--- src/hw/wiper_pkg.sv ---
package wiper_pkg;

    // ------------------------------------------------------------------
    // Sizes
    // ------------------------------------------------------------------
    localparam int WIPER_W  = 6;
    localparam int NV_W     = 8;
    localparam int NUM_CH   = 4;
    localparam int NV_DEPTH = 16;
    localparam int FRAME_W  = 16;

    // ------------------------------------------------------------------
    // Nonvolatile store map
    // ------------------------------------------------------------------
    localparam logic [3:0] CHANNEL1_WIPER_NV  = 4'h0;
    localparam logic [3:0] CHANNEL2_WIPER_NV  = 4'h1;
    localparam logic [3:0] CHANNEL3_WIPER_NV  = 4'h2;
    localparam logic [3:0] CHANNEL4_WIPER_NV  = 4'h3;
    localparam logic [3:0] LOGIC_OUTPUTS_NV   = 4'h4;
    localparam logic [3:0] USER_BYTE_FIRST    = 4'h5;
    localparam logic [3:0] USER_BYTE_SECOND   = 4'h6;
    localparam logic [3:0] USER_BYTE_TENTH    = 4'hE;
    localparam logic [3:0] USER_BYTE_ELEVENTH = 4'hF;

    // Field positions inside the logic-output byte
    localparam int LOGIC_FIRST_BIT  = 0;
    localparam int LOGIC_SECOND_BIT = 1;

    // ------------------------------------------------------------------
    // Values after reset
    // ------------------------------------------------------------------
    localparam logic [7:0] NV_WIPER_RESET = 8'h20;
    localparam logic [7:0] NV_OTHER_RESET = 8'h00;

    // ------------------------------------------------------------------
    // Wiper codes and counts
    // ------------------------------------------------------------------
    localparam logic [5:0] WIPER_ZERO = 6'h00;
    localparam logic [5:0] WIPER_ONE  = 6'h01;
    localparam logic [5:0] WIPER_MID  = 6'h20;
    localparam logic [5:0] WIPER_FULL = 6'h3F;
    localparam logic [4:0] FRAME_BITS = 5'h10;

    // ------------------------------------------------------------------
    // Command codes
    // ------------------------------------------------------------------
    localparam logic [3:0] CMD_NOP          = 4'h0;
    localparam logic [3:0] CMD_RESTORE_ONE  = 4'h1;
    localparam logic [3:0] CMD_STORE_WIPER  = 4'h2;
    localparam logic [3:0] CMD_STORE_BYTE   = 4'h3;
    localparam logic [3:0] CMD_RESTORE_ALL  = 4'h8;
    localparam logic [3:0] CMD_READ_NV      = 4'h9;
    localparam logic [3:0] CMD_READ_WIPER   = 4'hA;
    localparam logic [3:0] CMD_WRITE_WIPER  = 4'hB;

    // Step group decode bits: 4..7 and 12..15
    localparam int STEP_GROUP_BIT = 2;
    localparam int STEP_UP_BIT    = 3;
    localparam int STEP_LINEAR_BIT = 1;
    localparam int STEP_ALL_BIT   = 0;

    // ------------------------------------------------------------------
    // Carriers
    // ------------------------------------------------------------------
    typedef struct packed {
        logic [3:0] cmd;
        logic [3:0] addr;
        logic [7:0] data;
    } frame_t;

    typedef struct packed {
        logic sclk;
        logic cs_n;
        logic sdi;
        logic restore_n;
    } pins_t;

    localparam pins_t PINS_IDLE = '{sclk: 1'b0, cs_n: 1'b1, sdi: 1'b0, restore_n: 1'b1};

endpackage : wiper_pkg

--- src/hw/tap_decoder.sv ---
module tap_decoder #(
    parameter int CODE_W = 6
) (
    // Clock and reset
    input  wire logic                     core_clk_in,
    input  wire logic                     rst_n_in,
    // Code in, one-hot taps out
    input  wire logic [CODE_W-1:0]        code_in,
    output logic      [(1<<CODE_W)-1:0]   tap_switch_out
);

    localparam int TAPS = 1 << CODE_W;

    // ------------------------------------------------------------------
    // One-hot tap select, tap 0 after reset
    // ------------------------------------------------------------------
    always_ff @(posedge core_clk_in or negedge rst_n_in) begin
        if (!rst_n_in) begin
            tap_switch_out <= {{(TAPS-1){1'b0}}, 1'b1};
        end else begin
            tap_switch_out <= {{(TAPS-1){1'b0}}, 1'b1} << code_in;
        end
    end

endmodule : tap_decoder

--- src/hw/wiper_command_executor.sv ---
module wiper_command_executor #(
    parameter int NUM_CH = wiper_pkg::NUM_CH
) (
    // Clock and reset
    input  wire logic                              core_clk_in,
    input  wire logic                              rst_n_in,
    // Serial link
    input  wire logic                              sclk_in,
    input  wire logic                              cs_n_in,
    input  wire logic                              sdi_in,
    output logic                                   sdo_out,
    output logic                                   sdo_oe_n_out,
    // Restore pin
    input  wire logic                              restore_pin_n_in,
    // Wiper state
    output logic [NUM_CH-1:0][wiper_pkg::WIPER_W-1:0]      wiper_register_out,
    output logic [NUM_CH-1:0][(1<<wiper_pkg::WIPER_W)-1:0] tap_switch_out,
    // Logic outputs and status
    output logic                                   logic_output_first_out,
    output logic                                   logic_output_second_out,
    output logic                                   read_power_state_out
);

    // ------------------------------------------------------------------
    // Declarations
    // ------------------------------------------------------------------
    // Synchronised pins and their edges
    wiper_pkg::pins_t                              pins_meta;
    wiper_pkg::pins_t                              pins_sync;
    wiper_pkg::pins_t                              pins_prev;
    logic                                          sclk_rise;
    logic                                          sclk_fall;
    logic                                          cs_fall;
    logic                                          cs_rise;
    logic                                          restore_fall;

    // Serial shifters
    logic [wiper_pkg::FRAME_W-1:0]                 shift_in;
    logic [wiper_pkg::FRAME_W-1:0]                 shift_out;
    logic [wiper_pkg::FRAME_W-1:0]                 echo_word;
    logic [wiper_pkg::FRAME_W-1:0]                 next_echo_word;
    logic [4:0]                                    bit_count;

    // Command decode
    wiper_pkg::frame_t                             frame;
    logic                                          exec;
    logic [1:0]                                    sel;
    logic                                          step_cmd;
    logic                                          restore_cmd;

    // Stored and volatile state
    logic                                          por_pending;
    logic [NUM_CH-1:0][wiper_pkg::WIPER_W-1:0]     wiper;
    logic [wiper_pkg::NV_W-1:0]                    nv_store [wiper_pkg::NV_DEPTH];
    logic [1:0]                                    logic_bits;

    // ------------------------------------------------------------------
    // Step function for increment, decrement and shifts
    // ------------------------------------------------------------------
    function automatic logic [wiper_pkg::WIPER_W-1:0] step_code(
        input logic [3:0]                    cmd,
        input logic [wiper_pkg::WIPER_W-1:0] code
    );
        logic [wiper_pkg::WIPER_W-1:0] result;

        result = code;
        // Linear step, held at both ends
        if (cmd[wiper_pkg::STEP_LINEAR_BIT]) begin
            if (cmd[wiper_pkg::STEP_UP_BIT]) begin
                if (code != wiper_pkg::WIPER_FULL) begin
                    result = code + 6'h01;
                end
            end else begin
                if (code != wiper_pkg::WIPER_ZERO) begin
                    result = code - 6'h01;
                end
            end
        end else begin
            // Left shift: zero loads one, midscale and up load full
            if (cmd[wiper_pkg::STEP_UP_BIT]) begin
                if (code == wiper_pkg::WIPER_ZERO) begin
                    result = wiper_pkg::WIPER_ONE;
                end else if (code >= wiper_pkg::WIPER_MID) begin
                    result = wiper_pkg::WIPER_FULL;
                end else begin
                    result = {code[wiper_pkg::WIPER_W-2:0], 1'b0};
                end
            end else begin
                // Right shift drops the LSB and sticks at zero
                result = {1'b0, code[wiper_pkg::WIPER_W-1:1]};
            end
        end
        return result;
    endfunction : step_code

    // ------------------------------------------------------------------
    // Pin synchronisers and edge detection
    // ------------------------------------------------------------------
    // Idle levels at reset, so release brings no false edge
    always_ff @(posedge core_clk_in or negedge rst_n_in) begin
        if (!rst_n_in) begin
            pins_meta <= wiper_pkg::PINS_IDLE;
            pins_sync <= wiper_pkg::PINS_IDLE;
            pins_prev <= wiper_pkg::PINS_IDLE;
        end else begin
            pins_meta <= '{sclk:      sclk_in,
                           cs_n:      cs_n_in,
                           sdi:       sdi_in,
                           restore_n: restore_pin_n_in};
            pins_sync <= pins_meta;
            pins_prev <= pins_sync;
        end
    end

    assign sclk_rise    = pins_sync.sclk & ~pins_prev.sclk;
    assign sclk_fall    = ~pins_sync.sclk & pins_prev.sclk;
    assign cs_fall      = ~pins_sync.cs_n & pins_prev.cs_n;
    assign cs_rise      = pins_sync.cs_n & ~pins_prev.cs_n;
    assign restore_fall = ~pins_sync.restore_n & pins_prev.restore_n;

    // ------------------------------------------------------------------
    // Serial input register
    // ------------------------------------------------------------------
    // Only the last sixteen bits are kept, so longer daisy-chain frames
    // still execute on the trailing word.
    always_ff @(posedge core_clk_in or negedge rst_n_in) begin
        if (!rst_n_in) begin
            shift_in  <= '0;
            bit_count <= '0;
        end else if (cs_fall) begin
            bit_count <= '0;
        end else if (sclk_rise && !pins_sync.cs_n) begin
            shift_in <= {shift_in[wiper_pkg::FRAME_W-2:0], pins_sync.sdi};
            // Saturate, so long frames still count as complete
            if (bit_count != wiper_pkg::FRAME_BITS) begin
                bit_count <= bit_count + 5'h01;
            end
        end
    end

    assign frame    = wiper_pkg::frame_t'(shift_in);
    // Short frames end without executing
    assign exec     = cs_rise && (bit_count == wiper_pkg::FRAME_BITS);
    assign sel      = frame.addr[1:0];
    assign step_cmd = frame.cmd[wiper_pkg::STEP_GROUP_BIT];

    // ------------------------------------------------------------------
    // Serial output: echo or readback
    // ------------------------------------------------------------------
    always_comb begin
        next_echo_word = shift_in;
        // Readback replaces the echo only after read commands
        if (exec) begin
            case (frame.cmd)
                wiper_pkg::CMD_READ_NV: begin
                    next_echo_word = {frame.cmd, frame.addr, nv_store[frame.addr]};
                end
                wiper_pkg::CMD_READ_WIPER: begin
                    next_echo_word = {frame.cmd, frame.addr, 2'b00, wiper[sel]};
                end
                default: begin
                    next_echo_word = shift_in;
                end
            endcase
        end
    end

    // Frame end latches the word that the next frame shifts out
    always_ff @(posedge core_clk_in or negedge rst_n_in) begin
        if (!rst_n_in) begin
            echo_word <= '0;
        end else if (cs_rise) begin
            echo_word <= next_echo_word;
        end
    end

    // Shift on the falling edge, so the host samples on rising
    always_ff @(posedge core_clk_in or negedge rst_n_in) begin
        if (!rst_n_in) begin
            shift_out <= '0;
        end else if (cs_fall) begin
            shift_out <= echo_word;
        end else if (sclk_fall && !pins_sync.cs_n) begin
            shift_out <= {shift_out[wiper_pkg::FRAME_W-2:0], 1'b0};
        end
    end

    assign sdo_out      = shift_out[wiper_pkg::FRAME_W-1];
    assign sdo_oe_n_out = pins_sync.cs_n;

    // ------------------------------------------------------------------
    // Power-on restore request
    // ------------------------------------------------------------------
    // High for only the first cycle after reset
    always_ff @(posedge core_clk_in or negedge rst_n_in) begin
        if (!rst_n_in) begin
            por_pending <= 1'b1;
        end else begin
            por_pending <= 1'b0;
        end
    end

    // ------------------------------------------------------------------
    // Nonvolatile store
    // ------------------------------------------------------------------
    always_ff @(posedge core_clk_in or negedge rst_n_in) begin
        if (!rst_n_in) begin
            for (int a = 0; a < wiper_pkg::NV_DEPTH; a++) begin
                nv_store[a] <= (a < NUM_CH) ? wiper_pkg::NV_WIPER_RESET
                                            : wiper_pkg::NV_OTHER_RESET;
            end
        end else if (exec) begin
            case (frame.cmd)
                // Stored wiper keeps the upper two bits at zero
                wiper_pkg::CMD_STORE_WIPER: begin
                    nv_store[{2'b00, sel}] <= {2'b00, wiper[sel]};
                end
                // All eight bits land; wipers use the low six
                wiper_pkg::CMD_STORE_BYTE: begin
                    nv_store[frame.addr] <= frame.data;
                end
                default: begin
                end
            endcase
        end
    end

    // ------------------------------------------------------------------
    // Wiper registers
    // ------------------------------------------------------------------
    always_ff @(posedge core_clk_in or negedge rst_n_in) begin
        if (!rst_n_in) begin
            wiper <= {NUM_CH{wiper_pkg::NV_WIPER_RESET[wiper_pkg::WIPER_W-1:0]}};
        end else begin
            for (int i = 0; i < NUM_CH; i++) begin
                // Restores win over a command in the same cycle
                if (por_pending || restore_fall) begin
                    wiper[i] <= nv_store[i][wiper_pkg::WIPER_W-1:0];
                end else if (exec) begin
                    if (step_cmd) begin
                        // Broadcast variants skip the address compare
                        if (frame.cmd[wiper_pkg::STEP_ALL_BIT] || (sel == 2'(i))) begin
                            wiper[i] <= step_code(frame.cmd, wiper[i]);
                        end
                    end else begin
                        case (frame.cmd)
                            wiper_pkg::CMD_RESTORE_ONE: begin
                                if (sel == 2'(i)) begin
                                    wiper[i] <= nv_store[i][wiper_pkg::WIPER_W-1:0];
                                end
                            end
                            wiper_pkg::CMD_RESTORE_ALL: begin
                                wiper[i] <= nv_store[i][wiper_pkg::WIPER_W-1:0];
                            end
                            // Only the low six data bits reach the wiper
                            wiper_pkg::CMD_WRITE_WIPER: begin
                                if (sel == 2'(i)) begin
                                    wiper[i] <= frame.data[wiper_pkg::WIPER_W-1:0];
                                end
                            end
                            default: begin
                            end
                        endcase
                    end
                end
            end
        end
    end

    assign wiper_register_out = wiper;

    // ------------------------------------------------------------------
    // Restore decode
    // ------------------------------------------------------------------
    // Both restore commands also reload the logic outputs
    assign restore_cmd = exec && ((frame.cmd == wiper_pkg::CMD_RESTORE_ONE) ||
                                  (frame.cmd == wiper_pkg::CMD_RESTORE_ALL));

    // ------------------------------------------------------------------
    // Logic outputs
    // ------------------------------------------------------------------
    always_ff @(posedge core_clk_in or negedge rst_n_in) begin
        if (!rst_n_in) begin
            logic_bits <= wiper_pkg::NV_OTHER_RESET[1:0];
        end else if (por_pending || restore_cmd) begin
            logic_bits <= {nv_store[wiper_pkg::LOGIC_OUTPUTS_NV][wiper_pkg::LOGIC_SECOND_BIT],
                           nv_store[wiper_pkg::LOGIC_OUTPUTS_NV][wiper_pkg::LOGIC_FIRST_BIT]};
        end
    end

    assign logic_output_first_out  = logic_bits[0];
    assign logic_output_second_out = logic_bits[1];

    // ------------------------------------------------------------------
    // Read power state: set by single restore, left by a no-op
    // ------------------------------------------------------------------
    // Stays set across other commands until a no-op
    always_ff @(posedge core_clk_in or negedge rst_n_in) begin
        if (!rst_n_in) begin
            read_power_state_out <= 1'b0;
        end else if (exec && (frame.cmd == wiper_pkg::CMD_RESTORE_ONE)) begin
            read_power_state_out <= 1'b1;
        end else if (exec && (frame.cmd == wiper_pkg::CMD_NOP)) begin
            read_power_state_out <= 1'b0;
        end
    end

    // ------------------------------------------------------------------
    // Tap decoders
    // ------------------------------------------------------------------
    // Registered, so taps trail the wiper code by one cycle
    for (genvar g = 0; g < NUM_CH; g++) begin : g_tap
        tap_decoder #(
            .CODE_W         (wiper_pkg::WIPER_W)
        ) u_tap (
            .core_clk_in    (core_clk_in),
            .rst_n_in       (rst_n_in),
            .code_in        (wiper[g]),
            .tap_switch_out (tap_switch_out[g])
        );
    end

endmodule : wiper_command_executor

--- config.mk ---
export PLATFORM = sky130hd
export DESIGN_NAME = wiper_command_executor
export DESIGN_NICKNAME = d
export VERILOG_FILES = /design/src/hw/wiper_pkg.sv /design/src/hw/tap_decoder.sv /design/src/hw/wiper_command_executor.sv
export SDC_FILE = /design/constraint.sdc
export NUM_CORES = 1
export LEC_CHECK = 0
export ABC_AREA = 1
export ABC_CLOCK_PERIOD_IN_PS = 2900
export BUFFER_PORTS_ARGS = -buffer_cell sky130_fd_sc_hd__buf_2
export CELL_PAD_IN_SITES_DETAIL_PLACEMENT = 0
export CELL_PAD_IN_SITES_GLOBAL_PLACEMENT = 2
export CORE_ASPECT_RATIO = 1.5
export CORE_MARGIN = 4
export CORE_UTILIZATION = 31
export DETAILED_ROUTE_END_ITERATION = 12
export GPL_ROUTABILITY_DRIVEN = 1
export GPL_TIMING_DRIVEN = 0
export PLACE_DENSITY = 0.77
export SYNTH_ARGS = -nofsm -noshare
export SYNTH_HDL_FRONTEND = slang
export SYNTH_HIERARCHICAL = 1
export SYNTH_SLANG_ARGS = --single-unit
--- constraint.sdc ---
create_clock -name core_clk_in -period 2.9 [get_ports core_clk_in]
set_clock_uncertainty 0.2 [all_clocks]
set_input_delay 0.29 -clock core_clk_in [delete_from_list [all_inputs] [get_ports core_clk_in]]
set_output_delay 0.29 -clock core_clk_in [all_outputs]
set_load 0.05 [all_outputs]
==> impl_metrics.yaml <==
pwr:
  peakVddDrop_mv: 0.4554
  p_leak_nw: 12.57
  power_density_nw_per_um2: 563.4
drt:
  drt_first_pass_iters: 8
  wl_met1_um: 27350
  remaining_drc_errors: 0
  met2_wirelength_um: 39470
  num_vias: 17817
  wl_per_cell_um: 20.12
  routed_via_density: 4.880
  wl_met3_um: 2953
  postRouteAntennaNets: 0
  routed.top_layer: "met4"
  wl_um: 73450
  drt_iter0_markers: 1263
grt:
  grt_pass1_vias: 18179
  grt_usage: 0.2055
  grt_max_degree: 116
  antenna_found_initial: 0
  grt_first_pass_wirelength_um: 111500
  overflow: 0
floorplanning:
  die-area_um2: 70610
  ioPinCount: 291
  die_h_um: 323.5
  rows: 115
  floorplan.initialDensity: 0.3134
  fp.coreArea_um2: 65610
  die_x_um: 218.3
final_layout:
  layout_commonest_cell: "nand2_1"
  fillers: 6863
  nets: 2765
  syn_to_final_growth_pct: 21.29
  fin_area_um2: 24940
  final_util: 0.3802
  layout-drive-gt1-share: 0.1802
  layout_common_cells: "nand2_1, dfrtp_1, nor2_1, buf_2, o21ai_0"
  n_antenna_cell: 0
critical_path:
  r2r_start: "frame[8]"
  startpoint: "frame[8]"
  worstPathMaxFanout: 10
  critPathLaunchType: "register"
  critPathRequiredTime_ps: 3150
  worstSetupPathType: "register to register"
  reg2reg_slack_ps: 30
  r2r_cells: 10
  endpoint_kind: "register"
  arrival_ps: 3110
  timing.rr.end: "echo_word[5]"
timing:
  setup_violations: 0
  max_slew_margin: 0.4062
  worstMarginPinSlew_ps: 890.7
  period_share: 0.9885
  drv_slew: 0
  max_freq_mhz: 348.8
  period_minus_slack_ps: 2867
  hold_viol_final: 0
run_status:
  status: "completed"
clock_network:
  cts_sinks: 476
  tritoncts: "done"
  h-tree-depth: 2
  cts_root_buffer: "clkbuf_16"
  clk_latency_ps: 610
  clockBufferDepth: 3
  path_clk_slew_ps: 60
  numCtsBuffers: 47
yosys:
  synth_top_family_by_area: "simple AND/OR/NAND/NOR gates"
  ys_ff_latch: 476
  synthMuxAreaShare: 0.0005475
  netlist_area_um2: 20570
  avgSynthCellArea_um2: 8.623
  ys_types: 43
  synth-edff-count: 0
  netlist_instances: 2385
  yosys_warnings: 6
  yosys.area_share.simple: 0.2646
  synth-xor-area-share: 0.001703
  synth_nets: 2413
  synth_fa_ha_area_frac: 0.01484
  synth-compound-area-share: 0.08730
  async_flop_share: 1.000
  synth_ff_type: "dfrtp_1"
  yosysSeqAreaShare: 0.5803
worst_hold_path:
  hold_start: "restore_pin_n_in"
  hp-class: "input port to register"
  whs_endpoint: "pins_meta[0]"
  whs_path_depth: 2
job:
  maxCapViolations: 0
placement:
  dp_hpwl_um: 55920
  placed_area_um2: 23240
  numPortBuffers: 290
  globalplace.congestion: 0.9121
-- critical path, cell delays in order (launching register included) --
cell      delay [ps]
dfrtp_1          360
buf_2            190
nand2_1          290
inv_1            130
clkbuf_1         340
nand2_1          190
o21ai_0           90
o21ai_0          270
nand2_1          130
o21ai_0          390
nand3_1          140
-- power by group --
part           internal, mW  total (mW)  switching (mW)
clock                  3.58        6.24            2.66
sequential             6.78        6.86          0.0874
combinational         0.193       0.949           0.756
-- sequential cells by signal, summed over array words and instances, names as in the netlist, 4 cells and up --
register,cells
g_tap.u_tap/tap_switch_out,256
nv_store,128
wiper_register_out,24
echo_word,16
frame,16
shift_out,16
bit_count,5
pins_meta,4
-- synth_stat cells, types with 2 or more instances --
cell type / n / area share
nand3_2: 2 / 0.00097
nor2_1: 374 / 0.068
buf_2: 59 / 0.014
a32oi_1: 3 / 0.0013
nand2_1: 637 / 0.12
clkinv_1: 3 / 0.00055
fa_1: 4 / 0.0039
nand4_1: 110 / 0.033
nor3_1: 40 / 0.0097
xor2_1: 3 / 0.0013
inv_2: 9 / 0.0016
dfrtp_1: 457 / 0.56
buf_6: 4 / 0.0022
clkbuf_1: 61 / 0.011
a31oi_1: 18 / 0.0055
or2_2: 4 / 0.0012
o211ai_1: 12 / 0.0044
nand2_2: 4 / 0.0012
nand3_1: 106 / 0.026
a22oi_1: 5 / 0.0018
o2111ai_1: 2 / 0.00085
nor2_4: 3 / 0.0016
o21ai_1: 10 / 0.0024
o21ai_0: 203 / 0.049
o22ai_1: 8 / 0.0024
ha_1: 18 / 0.011
buf_1: 6 / 0.0011
a21oi_1: 76 / 0.018
nor2_2: 8 / 0.0024
dfstp_2: 19 / 0.024
inv_1: 105 / 0.019
-- metal layers --
metal / GRT usage / vias up
met5: 0 / -
met4: 0.09189 / 0
met3: 0.02565 / 161
met2: 0.3904 / 495
met1: 0.2277 / 8655
li1: - / 8506
-- kinds of logic (layout without fill, tap and decap cells) --
kind of cell             after synthesis  count (layout)
AO/OA/AOI/OAI                        339             339
other                                  1               1
flip-flops                           476             476
adder cells (fa/ha/maj)               22              22
XOR/XNOR                               4               4
buffers and inverters                248             637
AND/OR/NAND/NOR                     1294            1294
multiplexers                           1               1
-- layout make-up --
class / instances / area (um^2) / share of cell area
tap: 877 / 1097 / 0.04399
sequential: 476 / 11940 / 0.4785
buffer: 130 / 614.3 / 0.02463
timing repair buffer: 304 / 1659 / 0.06651
clock inverter: 16 / 214.0 / 0.008577
multi-input combinational: 1661 / 7637 / 0.3062
inverter: 117 / 442.9 / 0.01776
clock buffer: 70 / 1344 / 0.05387
-- per-stage QoR --
| stage | hold slack [ps] | std cells | total power, mW | setup TNS, ps | setup WS (ps) |
|---|---|---|---|---|---|
| after floorplan | -205.6 | 2385 | 7.476 | 0 | 237.4 |
| after global routing | 122.4 | 3651 | 14.59 | -1.832 | -1.832 |
| after global placement | 132.1 | 3552 | 7.917 | -3826170 | -8222 |
| after detailed placement | 136.5 | 3556 | 7.945 | -6841 | -521.2 |
| after CTS | 106.4 | 3648 | 14.26 | 0 | 6.625 |
| final | 142.7 | 3651 | 14.05 | 0 | 33.23 |
-- worst max path at each step --
stage                     cells past startpoint                                end
final                                        10                       echo_word[5]
after global placement                        1  g_tap[3].u_tap/tap_switch_out[21]
after global routing                         11                      nv_store[127]
after detailed placement                     12             wiper_register_out[15]
after CTS                                    12             wiper_register_out[15]
after floorplan                              12             wiper_register_out[15]
-- timing repair --
action | CTS | global route
hold buffers | 5 | 0
endpoints found under the setup margin | 41 | 39
setup buffers | 2 | 3
resized for setup | 9 | 17
endpoints found under the hold margin | 116 | 0
pin swaps | 1 | 0
Power figures use the tool's default switching activity.
